===== src/hw/otppv_defs.vh =====
// constants for the otp program/verify controller
`ifndef OTPPV_DEFS_VH
`define OTPPV_DEFS_VH
// =====================================================
// timing
`define OTPPV_CLK_HZ          10000000
`define OTPPV_PULSE_US        100
`define OTPPV_PULSE_CYC       ((`OTPPV_PULSE_US * (`OTPPV_CLK_HZ / 1000000)))
`define OTPPV_SETUP_CYC       4
`define OTPPV_SYNC_WIN_CYC    64
// =====================================================
// limits and layout
`define OTPPV_MAX_PULSES      25
`define OTPPV_ADDR_W          12
`define OTPPV_BANK_BIT        11
`define OTPPV_DATA_W          8
`define OTPPV_FIFO_DEPTH      16
// =====================================================
// status codes
`define OTPPV_ST_IDLE         2'h0
`define OTPPV_ST_BUSY         2'h1
`define OTPPV_ST_FAIL         2'h2
`define OTPPV_ST_NOSYNC       2'h3
`endif


===== src/hw/otppv_ctrl.v =====
// programmer-side controller driving an otp program/verify port
// Overview of operation
// - idle: chip select high, reset low, select low, test pin high, pulse high
// - test pin low selects program, high selects verify
// - raise mode activate after selecting program mode
// - present address on bus and upper port while reset low
// - raise reset once address stable to latch it
// - drive data, then one 100 us low pulse on the program pin
// - after each pulse go to verify, compare, then back to program
// - finish each byte fully before the next address
// - each attempt is one pulse then one verification
// - at most 25 pulses per byte, then the byte fails
// - optional final read-back pass compares every byte
// - verify: test, pulse, single-step, chip select high, select low, activate high
// - watch the sync clock and refuse to start a byte without it
`timescale 1ns/1ns
`include "otppv_defs.vh"
module otppv_ctrl #(
  parameter PULSE_CYC = `OTPPV_PULSE_CYC,
  parameter SETUP_CYC = `OTPPV_SETUP_CYC,
  parameter SYNC_WIN  = `OTPPV_SYNC_WIN_CYC,
  parameter MAX_PULSE = `OTPPV_MAX_PULSES
) (
  input  wire        clk_i,
  input  wire        rst_n_i,
  input  wire        ce_i,
  // user side: words of {verify_only, address, data}
  input  wire [20:0] wr_data_i,
  input  wire        wr_valid_i,
  output wire        wr_ready_o,
  output reg  [1:0]  status_o,
  output reg  [11:0] fail_addr_o,
  output reg  [7:0]  fail_data_o,
  output reg         byte_done_o,
  input  wire        clear_i,
  // device pins
  output reg         chip_sel_n_o,
  output reg         dev_reset_n_o,
  output reg         register_select_o,
  output reg         program_verify_select_pin_o,
  output reg         mode_activate_pin_o,
  output reg         prog_pulse_n_o,
  output reg         single_step_n_o,
  output reg  [3:0]  upper_address_port_o,
  output reg  [7:0]  bus_o,
  output reg         bus_oe_o,
  input  wire [7:0]  bus_i,
  input  wire        sync_clk_i
);
  // =====================================================
  // states
  localparam S_IDLE   = 4'h0;
  localparam S_SEL    = 4'h1;
  localparam S_ACT    = 4'h2;
  localparam S_ADDR   = 4'h3;
  localparam S_LATCH  = 4'h4;
  localparam S_DATA   = 4'h5;
  localparam S_PULSE  = 4'h6;
  localparam S_VSEL   = 4'h7;
  localparam S_VCMP   = 4'h8;
  localparam S_NEXT   = 4'h9;
  localparam S_FAIL   = 4'ha;
  localparam S_NOSYNC = 4'hb;

  reg  [3:0]  state;
  reg  [15:0] timer;
  reg  [4:0]  pulses;
  reg  [7:0]  bus_s1;
  reg  [7:0]  bus_s2;
  reg         sync_s1;
  reg         sync_s2;
  reg         sync_d;
  reg  [15:0] sync_age;
  reg         cur_vonly;
  reg  [11:0] cur_addr;
  reg  [7:0]  cur_data;
  wire [20:0] q_data;
  wire        q_valid;
  reg         q_ready;
  wire        sync_ok;
  wire        timer_done;

  // =====================================================
  // buffer of pending bytes; stalls the user when full
  otppv_fifo #(
    .W  (21),
    .D  (`OTPPV_FIFO_DEPTH),
    .AW (4)
  ) u_fifo (
    .clk_i       (clk_i),
    .rst_n_i     (rst_n_i),
    .ce_i        (ce_i),
    .in_data_i   (wr_data_i),
    .in_valid_i  (wr_valid_i),
    .in_ready_o  (wr_ready_o),
    .out_data_o  (q_data),
    .out_valid_o (q_valid),
    .out_ready_i (q_ready)
  );

  // =====================================================
  // pin synchronisers
  always @(posedge clk_i or negedge rst_n_i) begin
    if (!rst_n_i) begin
      bus_s1  <= 8'h00;
      bus_s2  <= 8'h00;
      sync_s1 <= 1'b0;
      sync_s2 <= 1'b0;
      sync_d  <= 1'b0;
    end else if (ce_i) begin
      bus_s1  <= bus_i;
      bus_s2  <= bus_s1;
      sync_s1 <= sync_clk_i;
      sync_s2 <= sync_s1;
      sync_d  <= sync_s2;
    end
  end

  always @(posedge clk_i or negedge rst_n_i) begin
    if (!rst_n_i) begin
      sync_age <= 16'hffff;
    end else if (ce_i) begin
      if (sync_s2 != sync_d) begin
        sync_age <= 16'h0000;
      end else if (sync_age != 16'hffff) begin
        sync_age <= sync_age + 16'h0001;
      end
    end
  end
  assign sync_ok    = (sync_age < SYNC_WIN[15:0]);
  assign timer_done = (timer == 16'h0000);

  always @* begin
    q_ready = ce_i && (state == S_IDLE) && sync_ok;
  end

  // =====================================================
  // sequencer
  always @(posedge clk_i or negedge rst_n_i) begin
    if (!rst_n_i) begin
      state                       <= S_IDLE;
      timer                       <= 16'h0000;
      pulses                      <= 5'h00;
      cur_vonly                   <= 1'b0;
      cur_addr                    <= 12'h000;
      cur_data                    <= 8'h00;
      status_o                    <= `OTPPV_ST_IDLE;
      fail_addr_o                 <= 12'h000;
      fail_data_o                 <= 8'h00;
      byte_done_o                 <= 1'b0;
      chip_sel_n_o                <= 1'b1;
      dev_reset_n_o               <= 1'b0;
      register_select_o           <= 1'b0;
      program_verify_select_pin_o <= 1'b1;
      mode_activate_pin_o         <= 1'b0;
      prog_pulse_n_o              <= 1'b1;
      single_step_n_o             <= 1'b1;
      upper_address_port_o        <= 4'h0;
      bus_o                       <= 8'h00;
      bus_oe_o                    <= 1'b0;
    end else if (ce_i) begin
      byte_done_o <= 1'b0;
      if (!timer_done) begin
        timer <= timer - 16'h0001;
      end
      case (state)
        S_IDLE: begin
          chip_sel_n_o                <= 1'b1;
          dev_reset_n_o               <= 1'b0;
          register_select_o           <= 1'b0;
          program_verify_select_pin_o <= 1'b1;
          prog_pulse_n_o              <= 1'b1;
          bus_oe_o                    <= 1'b0;
          if (clear_i) begin
            status_o <= `OTPPV_ST_IDLE;
          end
          if (q_valid && !sync_ok) begin
            status_o <= `OTPPV_ST_NOSYNC;
          end else if (q_valid) begin
            {cur_vonly, cur_addr, cur_data} <= q_data;
            pulses   <= 5'h00;
            status_o <= `OTPPV_ST_BUSY;
            timer    <= SETUP_CYC[15:0];
            state    <= S_SEL;
          end
        end
        S_SEL: begin
          // program select low before activate, read-back too
          program_verify_select_pin_o <= 1'b0;
          if (timer_done) begin
            timer <= SETUP_CYC[15:0];
            state <= S_ACT;
          end
        end
        S_ACT: begin
          // activate after select; held for all accesses
          mode_activate_pin_o <= 1'b1;
          if (timer_done) begin
            timer <= SETUP_CYC[15:0];
            state <= S_ADDR;
          end
        end
        S_ADDR: begin
          // address with reset low; bank bit on port bit 3
          dev_reset_n_o        <= 1'b0;
          bus_o                <= cur_addr[7:0];
          upper_address_port_o <= cur_addr[`OTPPV_BANK_BIT:8];
          bus_oe_o             <= 1'b1;
          if (timer_done) begin
            timer <= SETUP_CYC[15:0];
            state <= S_LATCH;
          end
        end
        S_LATCH: begin
          dev_reset_n_o <= 1'b1;
          if (timer_done) begin
            timer <= SETUP_CYC[15:0];
            state <= cur_vonly ? S_VSEL : S_DATA;
          end
        end
        S_DATA: begin
          program_verify_select_pin_o <= 1'b0;
          bus_o                       <= cur_data;
          bus_oe_o                    <= 1'b1;
          if (timer_done) begin
            // one low pulse of the full width
            prog_pulse_n_o <= 1'b0;
            timer          <= PULSE_CYC[15:0] - 16'h0001;
            pulses         <= pulses + 5'h01;
            state          <= S_PULSE;
          end
        end
        S_PULSE: begin
          if (timer_done) begin
            prog_pulse_n_o <= 1'b1;
            timer          <= SETUP_CYC[15:0];
            state          <= S_VSEL;
          end
        end
        S_VSEL: begin
          // verify after every pulse; verify pin levels
          bus_oe_o                    <= 1'b0;
          program_verify_select_pin_o <= 1'b1;
          prog_pulse_n_o              <= 1'b1;
          single_step_n_o             <= 1'b1;
          chip_sel_n_o                <= 1'b1;
          register_select_o           <= 1'b0;
          mode_activate_pin_o         <= 1'b1;
          // bus is sampled through two flops, so wait past them
          if (timer_done) begin
            timer <= 16'h0002;
            state <= S_VCMP;
          end
        end
        S_VCMP: begin
          if (timer_done) begin
            timer <= SETUP_CYC[15:0];
            if (bus_s2 == cur_data) begin
              byte_done_o <= 1'b1;
              state       <= S_NEXT;
            end else if (cur_vonly || pulses == MAX_PULSE[4:0]) begin
              fail_addr_o <= cur_addr;
              fail_data_o <= bus_s2;
              status_o    <= `OTPPV_ST_FAIL;
              state       <= S_FAIL;
            end else begin
              state <= S_DATA;
            end
          end
        end
        S_NEXT: begin
          // byte finished, drop reset for next address
          program_verify_select_pin_o <= 1'b0;
          dev_reset_n_o               <= 1'b0;
          if (timer_done) begin
            status_o <= `OTPPV_ST_IDLE;
            state    <= S_IDLE;
          end
        end
        S_FAIL: begin
          // halt; fifo stays held until software clears
          dev_reset_n_o       <= 1'b0;
          mode_activate_pin_o <= 1'b0;
          bus_oe_o            <= 1'b0;
          if (clear_i) begin
            status_o <= `OTPPV_ST_IDLE;
            state    <= S_IDLE;
          end
        end
        default: begin
          state <= S_IDLE;
        end
      endcase
    end
  end
endmodule // otppv_ctrl


===== src/hw/otppv_fifo.v =====
// parameterised valid/ready fifo in flip-flops
`timescale 1ns/1ns
module otppv_fifo #(
  parameter W  = 20,
  parameter D  = 16,
  parameter AW = 4
) (
  input  wire          clk_i,
  input  wire          rst_n_i,
  input  wire          ce_i,
  input  wire [W-1:0]  in_data_i,
  input  wire          in_valid_i,
  output wire          in_ready_o,
  output wire [W-1:0]  out_data_o,
  output wire          out_valid_o,
  input  wire          out_ready_i
);
  reg [W-1:0] mem [0:D-1];
  reg [AW-1:0] wr_ptr;
  reg [AW-1:0] rd_ptr;
  reg [AW:0]   count;
  wire         push;
  wire         pop;
  assign in_ready_o  = (count != D[AW:0]);
  assign out_valid_o = (count != {(AW+1){1'b0}});
  assign out_data_o  = mem[rd_ptr];
  assign push = in_valid_i && in_ready_o;
  assign pop  = out_valid_o && out_ready_i;

  function [AW-1:0] ptr_inc;
    input [AW-1:0] p;
    begin
      ptr_inc = (p == D[AW-1:0] - 1'b1) ? {AW{1'b0}} : p + 1'b1;
    end
  endfunction

  always @(posedge clk_i) begin
    if (ce_i && push) begin
      mem[wr_ptr] <= in_data_i;
    end
  end

  always @(posedge clk_i or negedge rst_n_i) begin
    if (!rst_n_i) begin
      wr_ptr <= {AW{1'b0}};
      rd_ptr <= {AW{1'b0}};
      count  <= {(AW+1){1'b0}};
    end else if (ce_i) begin
      if (push) begin
        wr_ptr <= ptr_inc(wr_ptr);
      end
      if (pop) begin
        rd_ptr <= ptr_inc(rd_ptr);
      end
      if (push && !pop) begin
        count <= count + 1'b1;
      end else if (pop && !push) begin
        count <= count - 1'b1;
      end
    end
  end
endmodule // otppv_fifo


===== config.mk =====
export PLATFORM = sky130hd
export DESIGN_NAME = otppv_ctrl
export DESIGN_NICKNAME = d
export VERILOG_FILES = /design/src/hw/otppv_ctrl.v /design/src/hw/otppv_fifo.v
export VERILOG_INCLUDE_DIRS = /design/src /design/src/hw
export SDC_FILE = /design/constraint.sdc
export NUM_CORES = 1
export LEC_CHECK = 0
export ABC_AREA = 1
export BUFFER_PORTS_ARGS = -buffer_cell sky130_fd_sc_hd__buf_2
export CAP_MARGIN = 40
export CORE_MARGIN = 2
export CORE_UTILIZATION = 55
export CTS_CLUSTER_DIAMETER = 120
export CTS_CLUSTER_SIZE = 20
export DETAILED_ROUTE_END_ITERATION = 12
export MAX_ROUTING_LAYER = met4
export PLACE_DENSITY = 0.72
export SYNTH_ARGS = -nofsm -noshare
export SYNTH_HDL_FRONTEND = slang
export SYNTH_HIERARCHICAL = 1
export SYNTH_SLANG_ARGS = --single-unit

===== constraint.sdc =====
create_clock -name clk_i -period 3.6 [get_ports clk_i]
set_input_delay 0.72 -clock clk_i [delete_from_list [all_inputs] [get_ports clk_i]]
set_output_delay 0.72 -clock clk_i [all_outputs]
set_load 0.02 [all_outputs]

**Word-level counts from Yosys, hierarchy flattened**

Memory sizes are Yosys's and may differ from the RTL's. A register that Yosys moved wholly into a read port is not among the register bits.
Cells that the tools add are included.

- Register bits after elaboration: 113
- Memory bits (writable): 336
- Word-level logic and storage cells: 168
- Memories: 1

Memories:

| memory | words | width | rd ports | clocked after memory_dff | write ports | line | text |
|---|---|---|---|---|---|---|---|
| u_fifo.mem | 16 | 21 | 1 | 1 | 1 | otppv_fifo.v:18 | `reg [W-1:0] mem [0:D-1];` |

- Add/sub/neg operators: 7
- $lt $le $gt $ge: 1
- Eq/ne operators: 31
- Multiplexer cells: 54
- Bitwise operators: 2
- Reductions and logical operators: 49

Operators with widths:

| kind | number |
|---|---|
| 16-bit two-way mux | 8 |
| 4-bit two-way mux | 16 |
| 16-bit case mux with 4 select lines | 1 |
| 4-bit case mux with 11 select lines | 1 |
| 2-bit != test (second input constant) | 14 |
| 5-bit two-way mux | 5 |
| 4-bit == test (second input constant) | 5 |
| 2-bit AND reduction | 10 |
| 16-bit by 1-bit adder with 16-bit output (second input constant) | 1 |
| 4-bit by 3-bit == test with 1-bit output (second input constant) | 4 |
| 16-bit logical NOT | 1 |
| 16-bit by 7-bit < comparator with 1-bit output (second input constant) | 1 |
| 2-bit two-way mux | 8 |
| 16-bit != test (second input constant) | 1 |
| 8-bit case mux with 2 select lines | 1 |
| 2-bit nonzero test | 8 |
| 16-bit by 1-bit subtractor with 16-bit output (second input constant) | 1 |
| 13-bit AND reduction | 1 |
| 5-bit by 1-bit adder with 5-bit output (second input constant) | 2 |
| 5-bit case mux with 2 select lines | 1 |
| 5-bit AND reduction | 2 |
| 4-bit by 1-bit adder with 4-bit output (second input constant) | 2 |
| 4-bit by 2-bit == test with 1-bit output (second input constant) | 2 |
| 8-bit == test | 1 |
| 23 further kinds | 47 |

**Depth between registers and ports, before layout**

- Word-level depth: 8
- Depth in mapped cells: 17

**Modules after synthesis**

Netlist, hierarchy kept.

By module, submodules not included:

| module | times used | cells each | area an instance (µm²) |
|---|---|---|---|
| otppv_fifo | 1 | 1,444 | 14,968.1 |
| otppv_ctrl | 1 | 857 | 6,670.1 |

**Worst setup path before layout**

Ideal clock, no wire load.

- Path type: flip-flop to flip-flop
- From: register u_fifo.count[0]
- To: memory u_fifo.mem[3][0], enable pin
- Arrival time: 2.592 ns
- Data required time: 3.175 ns
- Setup slack: 0.583 ns
- Cell stages (with the launch flop): 6
- Path buffers: 1
- Period minus slack after synthesis: 3.017 ns
- Cells stage by stage: dfrtp_1 > nor2_1 > nand3_1 > nand3_1 > buf_2 > nor3_1

- Longest elaborated chain between the ends: 5

Ends and longest elaborated chain:

| element | line | text |
|---|---|---|
| start, declared | otppv_fifo.v:21 | `reg [AW:0] count;` |
| start signal, assigned | otppv_fifo.v:47 | `count <= {(AW+1){1'b0}};` |
| start signal, assigned | otppv_fifo.v:56 | `count <= count + 1'b1;` |
| start signal, assigned | otppv_fifo.v:58 | `count <= count - 1'b1;` |
| 5-bit != test | otppv_fifo.v:24 | `assign in_ready_o = (count != D[AW:0]);` |
| net wr_ready_o | otppv_ctrl.v:30 | `output wire wr_ready_o,` |
| 1-bit logical AND | otppv_fifo.v:27 | `assign push = in_valid_i && in_ready_o;` |
| 1-bit logical AND | otppv_fifo.v:38 | `if (ce_i && push) begin` |
| 1-bit two-way mux | otppv_fifo.v:38 |  |
| 1-bit two-way mux (implied by the code) | otppv_fifo.v:39 | `mem[wr_ptr] <= in_data_i;` |
| end, declared | otppv_fifo.v:18 |  |

The timed path passes the listed nets, and every way through them passes these cells.

**Final worst setup path**

- From: register timer[0]
- To: register fail_addr_o[6]

- Longest elaborated chain between the ends: 2

Ends and longest elaborated chain:

| element | line | text |
|---|---|---|
| start, declared | otppv_ctrl.v:66 | `reg [15:0] timer;` |
| start signal, assigned | otppv_ctrl.v:164 | `timer <= timer - 16'h0001;` |
| start signal, assigned | otppv_ctrl.v:183 | `timer <= SETUP_CYC[15:0];` |
| start signal, assigned | otppv_ctrl.v:191 | `timer <= SETUP_CYC[15:0];` |
| 16-bit logical NOT | otppv_ctrl.v:131 | `assign timer_done = (timer == 16'h0000);` |
| 5-bit AND reduction (no source line) | n/a |  |
| end signal, assigned | otppv_ctrl.v:262 | `fail_addr_o <= cur_addr;` |
| end, declared | otppv_ctrl.v:32 | `output reg [11:0] fail_addr_o,` |

Every way passes these cells.
A chain may end at the register's enable or synchronous reset.

==> flow_metrics.tcl <==
set metrics [dict create \
    status "complete, no violations" \
    max_stage_delay_ns 0.57 \
    crit_path_end_kind "flip-flop" \
    crit_type "reg -> reg" \
    cp_top_family "simple AND/OR/NAND/NOR gates" \
    switching_share_pct 39.03 \
    yosysUniqueCellTypes 45 \
    via_per_inst 5.313 \
    met2_usage_pct 41.13 \
    rows 72 \
    postCtsHoldBufs 0 \
    use_met3_pct 3.096 \
    drtIter0Drc 1322 \
    ys.flop_type "edfxtp_1" \
    cts_buffers 27 \
    crit_slowest_cell "nand4_4" \
    dieArea_um2 40950 \
    clkTransAtPathRegs_ns 0.09 \
    r2r_end "fail_addr_o[6]$_DFFE_PN0P_" \
    initial_core_util_pct 55.86 \
    num_vias 15393 \
    clk_latency_ns 0.58 \
    ir_worst_vdd_mv 0.5947 \
    yosys_register_bits 470 \
    fin_skew_ns 0.02814 \
    p_leak_nw 10.27 \
    die_y_um 202.4 \
    grt_pass1_wl_um 78310 \
    drc_errors 0 \
    internal_power_w 0.009482 \
    synthArstFlopShare_pct 28.51 \
    die_w_um 202.4 \
    worstPathMaxFanout 40 \
    antenna_found_initial 2 \
    start_kind "flip-flop" \
    numClockSinks 470 \
    critPathBufInv 1 \
    yosysWarnings 6 \
    portBuffers 75 \
    track_usage_pct 24.98 \
    setup_viol 0 \
    drv_slew 0 \
    coreArea_um2 38740 \
    gr-max-usage-layer "met2" \
    fin_crit_ns 2.454 \
    cts-htree-levels 1 \
    tns_ns 0 \
    worst_ep_required_time_ns 4.04 \
    post-dp-hpwl_um 32230 \
    grt_setup_unrepaired "false" \
    finalCritPeriodShare_pct 68.17 \
    ys_seq_area_share_pct 62.23 \
    power_frac_comb_pct 35.5 \
    maxCapViolations 0 \
    nFillCells 3206 \
    antenna_left 0 \
    routed_wl_um 49320 \
    synth_edf_count 336 \
    drt_first_pass_iters 5 \
    netlist_instances 2301 \
    globalRouteOverflowTotal 0 \
    final-hold-violation-count 0 \
    wire_per_inst_um 17.02 \
    cp.depth 9 \
    p_total_w 0.01555 \
    ff2ff_setup_slack_ns 1.15 \
    max_clock_freq_ghz 0.4075 \
    drive_gt1_share_pct 10.89 \
    cp-startpoint "timer[0]$_DFFE_PN0P_" \
    cts_tree "yes" \
    crit_end "fail_addr_o[6]$_DFFE_PN0P_" \
    cp.arrival_ns 2.89 \
    grt_pass1_vias 14631 \
    worst_slew_pin_slew_ns 1.177 \
    grt_max_degree 215 \
    cts_root_buf "clkbuf_16" \
    syn_area_per_cell_um2 9.404 \
    pwr-share-seq_pct 44.2 \
    syn_area_um2 21640 \
    area_delta_synth_final_pct 8.309 \
    reg2reg_depth 9 \
    reg2reg_from "timer[0]$_DFFE_PN0P_" \
    gr-usage-met1_pct 32.87 \
    hp-class "in -> async" \
    nets 2409 \
    slew_headroom_pct 21.54 \
    powerDensity_nw_per_um2 663.5 \
    cts_setup_buffers 0 \
    power.switching_w 0.006068 \
    ctsResizeCount 0 \
    clockPowerShare_pct 20.3 \
    ios 79 \
    cts_max_path_buffers 3 \
    crit_chain "inv_1 > ha_1 > nand2_1 > nor2_4 > nand2_4 > nor2_4 > nand4_4 > nand2_1 > o21ai_2" \
    gp_congestion 0.9290 \
]
per-layer routing:
metal | routed length, µm | share of wire [%] | vias up
met5 | 0 | 0 | -
met1 | 20810 | 42 | 7316
met4 | 1411 | 2.9 | 0
met2 | 23940 | 49 | 482
li1 | - | - | 7502
met3 | 3156 | 6.4 | 93
cell usage in the layout, fill, tap and decap left out, types with 18 or more instances in the layout:
master	Yosys	final
buf_2	40	74
edfxtp_1	336	336
o21ai_0	41	41
nand3_1	213	213
dfstp_2	18	18
clkbuf_1	23	21
inv_1	228	228
buf_4	21	39
nand2_1	855	855
nor2_1	203	202
o21ai_2	20	20
dfrtp_1	116	114
clkbuf_16	0	27
worst reg2reg max path: cells and delay by family (launching register included):
| family | cells | cell delay [ns] |
|---|---|---|
| AND/OR/NAND/NOR | 6 | 1.51 |
| AO/OA/AOI/OAI | 1 | 0.07 |
| adder cells (fa/ha/maj) | 1 | 0.18 |
| flip-flops | 1 | 0.39 |
| buffers and inverters | 1 | 0.17 |
through the flow:
| step | hold slack [ns] | cell area, µm² | instances | setup WS (ns) | utilization [%] |
|---|---|---|---|---|---|
| 3_5_place_dp | 0.4592 | 22650 | 2846 | 0.9010 | 58.47 |
| 5_1_grt | 0.1723 | 23440 | 2897 | 0.9109 | 60.50 |
| 3_3_place_gp | 0.4571 | 22650 | 2846 | 0.9374 | 58.47 |
| 2_1_floorplan | 0.4244 | 21640 | 2302 | 0.5830 | - |
| 4_1_cts | 0.1552 | 23430 | 2896 | 1.115 | 60.49 |
| 6_report | 0.1394 | 23440 | 2897 | 1.146 | 60.50 |
flip-flops by register name (all words and copies together) (netlist names), 2 cells and up:
| signal | flops |
|---|---|
| u_fifo/mem | 336 |
| sync_age | 16 |
| timer | 16 |
| cur_addr | 12 |
| fail_addr_o | 12 |
| bus_o | 8 |
| bus_s1 | 8 |
| bus_s2 | 8 |
| cur_data | 8 |
| fail_data_o | 8 |
| pulses | 5 |
| u_fifo/count | 5 |
| state | 4 |
| u_fifo/rd_ptr | 4 |
| u_fifo/wr_ptr | 4 |
| upper_address_port_o | 4 |
| status_o | 2 |
cell type report:
class | count | area, µm² | share of cell area (%)
flip-flops and latches | 470 | 13470 | 57.48
multi-input cells | 1498 | 6815 | 29.08
inverters | 239 | 899.6 | 3.839
repair buffers | 121 | 814.5 | 3.476
clock buffers | 48 | 754.5 | 3.219
well taps | 518 | 648.1 | 2.765
clock inverters | 2 | 31.28 | 0.1335
diodes | 1 | 2.502 | 0.01068
how the worst min path moves through the flow:
stage	from	end	slack [ns]	depth (start not counted)
5_1_grt	rst_n_i	upper_address_port_o[3]$_DFFE_PN0P_	0.17	1
3_5_place_dp	bus_s1[3]$_DFFE_PN0P_	bus_s1[3]$_DFFE_PN0P_	0.46	2
2_1_floorplan	rst_n_i	bus_o[0]$_DFFE_PN0P_	0.42	0
6_report	rst_n_i	fail_addr_o[10]$_DFFE_PN0P_	0.14	1
4_1_cts	rst_n_i	state[0]$_DFFE_PN0P_	0.16	1
3_3_place_gp	bus_s1[3]$_DFFE_PN0P_	bus_s1[3]$_DFFE_PN0P_	0.46	2
cells in the mapped netlist, types with 2 or more instances:
cell	number	share of area, %
conb_1	2	0.035
clkbuf_1	23	0.40
nand2_4	4	0.21
nand3_1	213	4.9
buf_6	8	0.42
o21ai_2	20	0.81
nor3_2	2	0.093
dfstp_2	18	2.2
o21bai_1	2	0.069
nand2_2	14	0.40
a31oi_1	11	0.32
or2_0	2	0.058
buf_4	21	0.73
nor2_4	6	0.31
nor3_1	24	0.56
a21oi_1	15	0.35
buf_2	40	0.93
a22oi_1	2	0.069
xor2_1	15	0.61
a31o_2	3	0.12
nand3b_1	2	0.069
xnor2_1	7	0.28
o21ai_0	41	0.95
o21ai_4	2	0.15
edfxtp_1	336	47
nand2_1	855	15
nor2_1	203	3.5
o31ai_1	4	0.14
nor2_2	7	0.20
ha_1	16	0.93
dfrtp_1	116	13
buf_1	3	0.052
nand4_1	16	0.46
nand3_4	2	0.16
inv_1	228	4.0
inv_2	9	0.16
logic make-up (layout without fill, tap and decap cells):
kind of cell             after synthesis  count (layout)  share of synthesized area, %
AND/OR/NAND/NOR                     1354            1354                         26.12
flip-flops                           470             470                         62.23
buffers and inverters                334             410                         6.679
AO/OA/AOI/OAI                        102             102                         3.030
XOR/XNOR                              22              22                        0.8905
adder cells (fa/ha/maj)               17              17                         1.018
other                                  2               4                       0.03471
power by group through the flow:
stage / sequential (W) / combinational [W] / clock [W]
2_1_floorplan: 0.00695 / 0.00390 / 0
3_3_place_gp: 0.00698 / 0.00535 / 0
3_5_place_dp: 0.00699 / 0.00545 / 0
4_1_cts: 0.00687 / 0.00548 / 0.00323
5_1_grt: 0.00695 / 0.00619 / 0.00344
6_report: 0.00688 / 0.00552 / 0.00316
Note: power is estimated with default switching activity, not from simulation.
